$ cat src/hdl/begs_defs.vh
// Functional notes
// - device finishes processing between min and max wait, then sends status.
// - signature exchange: next transfer only after the minimum wait has elapsed.
// - range erase runs as a series of multi-block group erase passes.
// - group size is a power of two from 1 to 128 blocks.
// - candidate allowed if not above remaining count and first index aligned to it.
// - the largest allowed candidate is chosen for each pass.
// - search starts at 128 and halves until both tests pass.
// - after each pass advance first index, reduce remaining, reselect group size.
`ifndef BEGS_DEFS_VH
`define BEGS_DEFS_VH
`define BEGS_CLK_HZ          20000000
`define BEGS_MAX_GROUP       128
`define BEGS_ERASE_MIN_US    17500
`define BEGS_SIG_WAIT_NS     66000
`define BEGS_ERASE_MIN_CYC   ((`BEGS_ERASE_MIN_US * (`BEGS_CLK_HZ / 1000000)))
`define BEGS_SIG_WAIT_CYC    ((`BEGS_SIG_WAIT_NS * (`BEGS_CLK_HZ / 1000000) + 999) / 1000)
`define BEGS_ST_IDLE         3'h0
`define BEGS_ST_SELECT       3'h1
`define BEGS_ST_PASS         3'h2
`define BEGS_ST_WAIT         3'h3
`define BEGS_ST_MINHOLD      3'h4
`define BEGS_ST_REPLY        3'h5
`endif

$ cat src/hdl/begs_group_select.v
`timescale 1ns/1ps
`default_nettype none
`include "begs_defs.vh"
module begs_group_select #(
  parameter IDX_W = 10
) (
  input  wire [IDX_W-1:0] first_block_index,
  input  wire [IDX_W:0]   blocks_remaining,
  output reg  [7:0]       group_size
);
  integer k;
  reg     found;
  reg [IDX_W:0] cand;
  // search from the top and halve; first fit is the largest allowed
  always @* begin
    group_size = 8'h01;
    found      = 1'b0;
    cand       = {(IDX_W+1){1'b0}};
    for (k = 7; k >= 0; k = k - 1) begin
      cand = {{(IDX_W){1'b0}}, 1'b1} << k;
      // alignment means every bit below the candidate is clear
      if (!found && (blocks_remaining >= cand) &&
          ((first_block_index & (cand[IDX_W-1:0] - 1'b1)) == {IDX_W{1'b0}})) begin
        group_size = 8'h01 << k;
        found      = 1'b1;
      end
    end
  end
endmodule // begs_group_select
`default_nettype wire

$ cat src/hdl/begs_block_erase_sequencer.v
`timescale 1ns/1ps
`default_nettype none
`include "begs_defs.vh"
module begs_block_erase_sequencer #(
  parameter IDX_W       = 10,
  parameter ERASE_MIN   = `BEGS_ERASE_MIN_CYC,
  parameter SIG_WAIT    = `BEGS_SIG_WAIT_CYC
) (
  input  wire             clk,
  input  wire             reset,
  input  wire             start,
  input  wire [IDX_W-1:0] first_block_index,
  input  wire [IDX_W-1:0] last_block_index,
  input  wire             erase_done,
  input  wire             sig_xfer_end,
  output reg              busy,
  output reg              erase_req,
  output reg  [IDX_W-1:0] erase_first_index,
  output reg  [7:0]       group_size,
  output reg  [IDX_W:0]   pass_count,
  output reg              status_valid,
  output reg              range_error,
  output reg              sig_ready
);
  // sequencer state and datapath registers
  reg  [2:0]       state_q;
  reg  [2:0]       state_d;
  reg  [IDX_W-1:0] first_q;
  reg  [IDX_W-1:0] first_d;
  reg  [IDX_W:0]   remaining_q;
  reg  [IDX_W:0]   remaining_d;
  // 32 bits so the full-speed minimum hold fits with room to spare
  reg  [31:0]      elapsed_q;
  reg  [31:0]      elapsed_d;
  reg  [31:0]      sig_cnt_q;
  reg  [31:0]      sig_cnt_d;

  // next values of the registered outputs
  reg              busy_d;
  reg              erase_req_d;
  reg  [IDX_W-1:0] erase_first_d;
  reg  [7:0]       group_size_d;
  reg  [IDX_W:0]   pass_count_d;
  reg              status_valid_d;
  reg              range_error_d;
  reg              sig_ready_d;

  // helper nets
  wire [7:0]       sel_size;
  wire             range_rev;
  wire [IDX_W:0]   range_count;
  wire [IDX_W-1:0] size_idx;
  wire [IDX_W:0]   size_cnt;
  wire [IDX_W-1:0] first_next;
  wire [IDX_W:0]   remaining_next;
  wire [IDX_W:0]   pass_next;
  wire [31:0]      elapsed_next;
  wire [31:0]      sig_cnt_next;
  wire             min_hold_done;
  wire             sig_gap_done;
  wire             range_empty;

  assign range_rev      = (last_block_index < first_block_index);
  assign range_count    = {1'b0, last_block_index} - {1'b0, first_block_index}
                          + {{IDX_W{1'b0}}, 1'b1};
  // group size widened on purpose to the index and count widths
  assign size_idx       = {{(IDX_W-8){1'b0}}, group_size};
  assign size_cnt       = {{(IDX_W-7){1'b0}}, group_size};
  assign first_next     = first_q + size_idx;
  assign remaining_next = remaining_q - size_cnt;
  assign pass_next      = pass_count + {{IDX_W{1'b0}}, 1'b1};
  assign elapsed_next   = elapsed_q + 32'h00000001;
  assign sig_cnt_next   = sig_cnt_q + 32'h00000001;
  assign min_hold_done  = (elapsed_q >= ERASE_MIN);
  assign sig_gap_done   = (sig_cnt_next >= SIG_WAIT);
  assign range_empty    = (remaining_q == {(IDX_W+1){1'b0}});

  // selector sees registered values only, so its depth stays off the state path
  begs_group_select #(.IDX_W(IDX_W)) u_sel (
    .first_block_index (first_q),
    .blocks_remaining  (remaining_q),
    .group_size        (sel_size)
  );

  // signature path: ready again only after the minimum gap
  always @* begin
    sig_cnt_d   = sig_cnt_q;
    sig_ready_d = sig_ready;
    if (sig_xfer_end) begin
      sig_cnt_d   = 32'h00000000;
      sig_ready_d = 1'b0;
    end else if (!sig_ready) begin
      sig_cnt_d = sig_cnt_next;
      if (sig_gap_done) begin
        sig_ready_d = 1'b1;
      end
    end
  end

  // range erase sequence
  always @* begin
    state_d        = state_q;
    first_d        = first_q;
    remaining_d    = remaining_q;
    elapsed_d      = elapsed_q;
    busy_d         = busy;
    erase_req_d    = 1'b0;
    erase_first_d  = erase_first_index;
    group_size_d   = group_size;
    pass_count_d   = pass_count;
    status_valid_d = 1'b0;
    range_error_d  = range_error;
    if (state_q != `BEGS_ST_IDLE) begin
      elapsed_d = elapsed_next;
    end
    case (state_q)
      `BEGS_ST_IDLE: begin
        // only idle looks at start, so a start while busy is dropped
        if (start) begin
          busy_d       = 1'b1;
          elapsed_d    = 32'h00000000;
          pass_count_d = {(IDX_W+1){1'b0}};
          first_d      = first_block_index;
          state_d      = `BEGS_ST_SELECT;
          // reversed range is refused with an error status
          if (range_rev) begin
            range_error_d = 1'b1;
            remaining_d   = {(IDX_W+1){1'b0}};
          end else begin
            range_error_d = 1'b0;
            remaining_d   = range_count;
          end
        end
      end
      `BEGS_ST_SELECT: begin
        if (range_empty) begin
          state_d = `BEGS_ST_MINHOLD;
        end else begin
          group_size_d  = sel_size;
          erase_first_d = first_q;
          erase_req_d   = 1'b1;
          state_d       = `BEGS_ST_WAIT;
        end
      end
      `BEGS_ST_WAIT: begin
        // a done outside this state is dropped; one done per request
        if (erase_done) begin
          first_d      = first_next;
          remaining_d  = remaining_next;
          pass_count_d = pass_next;
          state_d      = `BEGS_ST_SELECT;
        end
      end
      `BEGS_ST_MINHOLD: begin
        // status never leaves before the minimum processing time
        if (min_hold_done) begin
          state_d = `BEGS_ST_REPLY;
        end
      end
      `BEGS_ST_REPLY: begin
        status_valid_d = 1'b1;
        busy_d         = 1'b0;
        state_d        = `BEGS_ST_IDLE;
      end
      default: begin
        state_d = `BEGS_ST_IDLE;
      end
    endcase
  end

  // sequencer registers; outputs load straight from their next values
  always @(posedge clk) begin
    if (reset) begin
      state_q           <= `BEGS_ST_IDLE;
      first_q           <= {IDX_W{1'b0}};
      remaining_q       <= {(IDX_W+1){1'b0}};
      elapsed_q         <= 32'h00000000;
      busy              <= 1'b0;
      erase_req         <= 1'b0;
      erase_first_index <= {IDX_W{1'b0}};
      group_size        <= 8'h00;
      pass_count        <= {(IDX_W+1){1'b0}};
      status_valid      <= 1'b0;
      range_error       <= 1'b0;
    end else begin
      state_q           <= state_d;
      first_q           <= first_d;
      remaining_q       <= remaining_d;
      elapsed_q         <= elapsed_d;
      busy              <= busy_d;
      erase_req         <= erase_req_d;
      erase_first_index <= erase_first_d;
      group_size        <= group_size_d;
      pass_count        <= pass_count_d;
      status_valid      <= status_valid_d;
      range_error       <= range_error_d;
    end
  end

  // signature registers; ready out of reset, no transfer has ended yet
  always @(posedge clk) begin
    if (reset) begin
      sig_cnt_q <= 32'h00000000;
      sig_ready <= 1'b1;
    end else begin
      sig_cnt_q <= sig_cnt_d;
      sig_ready <= sig_ready_d;
    end
  end
endmodule // begs_block_erase_sequencer
`default_nettype wire

$ cat config.mk
export PLATFORM = sky130hd
export DESIGN_NAME = begs_block_erase_sequencer
export DESIGN_NICKNAME = d
export VERILOG_FILES = /design/src/hdl/begs_group_select.v /design/src/hdl/begs_block_erase_sequencer.v
export VERILOG_INCLUDE_DIRS = /design/src /design/src/hdl
export SDC_FILE = /design/constraint.sdc
export NUM_CORES = 1
export LEC_CHECK = 0
export BUFFER_PORTS_ARGS = -buffer_cell sky130_fd_sc_hd__buf_2
export CAP_MARGIN = 5
export CORE_MARGIN = 2
export CORE_UTILIZATION = 55
export DETAILED_ROUTE_END_ITERATION = 8
export PLACE_DENSITY = 0.74
export SLEW_MARGIN = 20
export SYNTH_ARGS = -nofsm -noshare
export SYNTH_HDL_FRONTEND = slang
export SYNTH_SLANG_ARGS = --single-unit
export TNS_END_PERCENT = 20
$ cat constraint.sdc
create_clock -name clk -period 3.3 [get_ports clk]
set_input_delay 0.165 -clock clk [delete_from_list [all_inputs] [get_ports clk]]
set_output_delay 0.165 -clock clk [all_outputs]
set_load 0.005 [all_outputs]
==> impl_metrics.py <==
metrics = {
    "pwr": {
        "leakagePower_nw": 3.28,
        "power-per-cell-area_nw_per_um2": 568,
        "ir_drop_mv": 0.478,
    },
    "yosys": {
        "synth-async-reset-ratio_pct": 0,
        "synth_adder_area_share_pct": 8.93,
        "synth_top_cells_by_area": "dfxtp_1 33%, ha_1 7.1%, nor2_1 5.9%, nand2_1 4.2%, a21oi_1 4.1%",
        "synth_fp_nets": 1010,
        "synth.cell_area_um2": 7450,
        "post_synth_and_or_nand_nor_area_fraction_pct": 27.6,
        "synth.ff_latch_count": 122,
        "synth_top_cell_area_share_pct": 32.8,
        "ys_dominant_reg_cell": "dfxtp_1",
        "syn-mean-instance-area_um2": 7.96,
        "yosysSeqAreaShare_pct": 32.8,
        "synthDistinctLibCells": 74,
        "synth_edf_count": 0,
        "yosys_warnings": 0,
        "dominant_combinational_cell_family_by_area_after_synthesis": "simple AND/OR/NAND/NOR gates",
        "netlist_instances": 936,
        "synth_compound_gate_area_share_pct": 15.5,
        "yosys.area_share.xor_xnor_pct": 7.41,
        "netlist.top_cell.by_area": "dfxtp_1",
        "synth_mux_area_share_pct": 1.93,
    },
    "routing": {
        "ant_nets": 0,
        "drt_wl_total_mm": 17.1,
        "drt_iter0_markers": 668,
        "drt_pass1_iterations": 5,
        "route.vias.total": 6671,
        "drcViolationCount": 0,
        "via_count_normalized_by_instance_count": 5.73,
        "route.detailed.wl_per_inst_um": 14.7,
    },
    "floorplan": {
        "die_area_um2": 14500,
        "floorplan.initialDensity_pct": 56.3,
        "placeableCoreArea_um2": 13200,
        "fp-row-count": 42,
        "die_width_um": 120,
        "floorplan.die.height_um": 120,
        "ios": 59,
    },
    "timing": {
        "finalWorstPathRequiredPeriod_ns": 2.70,
        "timing.final.max_slew_violations": 0,
        "max_clock_freq_ghz": 0.370,
        "rsz0062_at_grt": "no",
        "finalClockSkew_ns": 0.00602,
        "final.period_utilization_pct": 81.9,
        "fin_tns_setup_ns": 0,
        "finalHoldViolations": 0,
        "report.final.setup_viol": 0,
        "slew-limit-headroom_pct": 31.6,
        "worst_slew_pin_slew_ns": 1.03,
    },
    "placed_design": {
        "dp_cells": 1134,
        "postPlaceCellArea_um2": 7800,
        "gpl.final_weighted_congestion": 0.893,
        "placement.io_buffers": 58,
        "detailedPlacementHpwl_mm": 12.0,
    },
    "job": {
        "drv_cap": 0,
    },
    "clock_network": {
        "cts.sink_count": 122,
        "htree_num_levels": 4,
        "clock_insertion_delay_worst_skew_ns": 0.42,
        "clk_root_buffer_cell": "clkbuf_16",
        "tritoncts": "yes",
        "cts_hold_buffers": 0,
        "cts.reportedPaths.clkPinSlew_ns": 0.06,
        "cts.path.max_buffers": 2,
        "cts_inserted_buffers": 17,
        "post-cts-setup-buffer-count": 0,
        "post_cts.resized_instances": 0,
    },
    "worst_setup_path": {
        "critical_path.endpoint_type": "flip-flop",
        "r2r_end": "first_q[6]$_SDFFE_PP0P_",
        "worst-endpoint-required_ns": 3.57,
        "timing.setup.critical_path_class": "flip-flop to flip-flop",
        "critical_path.startpoint_type": "flip-flop",
        "critical_path_arrival_ns": 2.97,
        "r2r_slack_ns": 0.60,
        "critical_path.max_fanout": 7,
        "worst-r2r-cell-count": 10,
        "regToRegStartpoint": "first_q[0]$_SDFFE_PP0P_",
    },
    "cells_and_area": {
        "finish.cell_count_without_fillers": 1165,
        "layout_nets": 1051,
        "filler_cell_count": 1206,
        "diodes": 0,
        "proportion_of_layout_cells_with_a_drive_suffix_above_1_pct": 12.3,
        "postLayoutCellArea_um2": 8400,
        "area_growth_syn_to_layout_pct": 12.7,
    },
    "global_routing": {
        "grt_antenna_before_repair": 0,
        "grt_max_degree": 40,
        "grt_pass1_vias": 6029,
        "grt_first_pass_wirelength_mm": 28.7,
        "gr-usage-all-layers_pct": 24.3,
        "grt-ovfl-total": 0,
    },
    "outcome": {
        "outcome": "finished, final reports clean",
    },
    "hold_path": {
        "whs_endpoint": "first_q[8]$_SDFFE_PP0P_",
        "whs_path_depth": 3,
        "holdCritStartpoint": "first_block_index[8]",
        "hp-class": "primary input to flip-flop",
    },
}
worst max-delay path by stage:
| stage | depth (start not counted) | endpoint | slack, ns | startpoint |
|---|---|---|---|---|
| 2_1_floorplan | 11 | remaining_q[10]$_SDFFE_PP0P_ | 0.87 | first_block_index[4] |
| 3_3_place_gp | 12 | remaining_q[10]$_SDFFE_PP0P_ | 0.66 | first_block_index[4] |
| 3_5_place_dp | 12 | remaining_q[10]$_SDFFE_PP0P_ | 0.58 | first_block_index[4] |
| 4_1_cts | 7 | group_size[5]$_SDFFE_PP0P_ | 0.68 | remaining_q[8]$_SDFFE_PP0P_ |
| 5_1_grt | 7 | group_size[5]$_SDFFE_PP0P_ | 0.36 | remaining_q[8]$_SDFFE_PP0P_ |
| 6_report | 10 | first_q[6]$_SDFFE_PP0P_ | 0.60 | first_q[0]$_SDFFE_PP0P_ |
cell type report:
cell class	instances	area [um^2]	area share (%)
inverter	56	210	2.50
clock inverter	8	118	1.40
sequential	122	2440	29.1
clock buffer	23	478	5.69
tap	176	220	2.62
multi-input combinational	714	4580	54.5
timing repair buffer	66	350	4.17
metrics by stage:
stage	util, %	worst slack (ns)	hold slack [ns]	total power [mW]
global placement	58.9	0.656	0.443	2.88
detailed placement	58.9	0.584	0.448	2.89
floorplan	-	0.871	0.323	2.60
CTS	63.4	0.680	0.0360	4.78
finish	63.4	0.598	0.0431	4.77
global route	63.4	0.365	0.0451	5.01
cell usage after synthesis, drive strengths merged (4+ instances only):
library cell,count
nand3b,5
o21ai,24
nor4,11
ha,42
a31oi,9
nor2b,8
or3,18
o311ai,4
nand4,22
a21oi,61
o21bai,4
mux2i,11
dfxtp,122
o211ai,13
clkbuf,30
o21a,7
fa,7
nor3,38
and2,6
or2,12
inv,56
nand2,83
nor2,118
xnor2,29
a211oi,14
and3,18
a21o,4
nand3,54
xor2,34
and4,7
buf,13
o2111ai,4
per-layer routing:
metal | part of all wire [%] | track usage, % | vias to the layer above | routed length, um
li1 | - | - | 3395 | -
met1 | 49 | 34.1 | 3072 | 8410
met2 | 45 | 37.6 | 183 | 7630
met3 | 5.0 | 5.42 | 21 | 858
met4 | 1.4 | 6.90 | 0 | 244
met5 | 0 | 0 | - | 0
where the power goes:
part           internal, mW  switching [mW]
Clock                  1.24           0.647
Combinational         0.462           0.701
Sequential             1.58           0.143
state kept, by name (all words and copies together), names as in the netlist:
signal	flops
group_size	8
sig_cnt_q	32
erase_first_index	10
pass_count	11
remaining_q	11
erase_req	1
elapsed_q	32
sig_ready	1
state_q	3
range_error	1
first_q	10
status_valid	1
busy	1
logic make-up (layout without fill, tap and decap cells):
family / after synthesis / count (layout)
multiplexers: 14 / 14
flip-flops: 122 / 122
buffers and inverters: 100 / 153
AO/OA/AOI/OAI: 176 / 176
adder cells (fa/ha/maj): 49 / 49
XOR/XNOR: 63 / 63
AND/OR/NAND/NOR: 412 / 412
cells in the final DEF, fill, tap and decap left out, drive strengths merged, types with 9 or more instances in the layout:
cell      n
nand4    22
and3     18
nor4     11
or3      18
buf      66
clkbuf   23
mux2i    11
dfxtp   122
nor3     38
a31oi     9
xnor2    29
nand3    54
or2      12
nor2    118
a211oi   14
nand2    83
inv      56
o211ai   13
a21oi    61
ha       42
o21ai    24
xor2     34
critical path, cell delays in order (launching register included):
cell       delay [ns]
dfxtp_1          0.45
ha_1             0.25
inv_1            0.07
fa_1             0.39
nor2b_1          0.17
o21ai_0          0.16
a21oi_1          0.25
o21ai_0          0.20
and4_1           0.25
a2111oi_0        0.29
nor3_1           0.10
(Power assumes the default switching activity.)
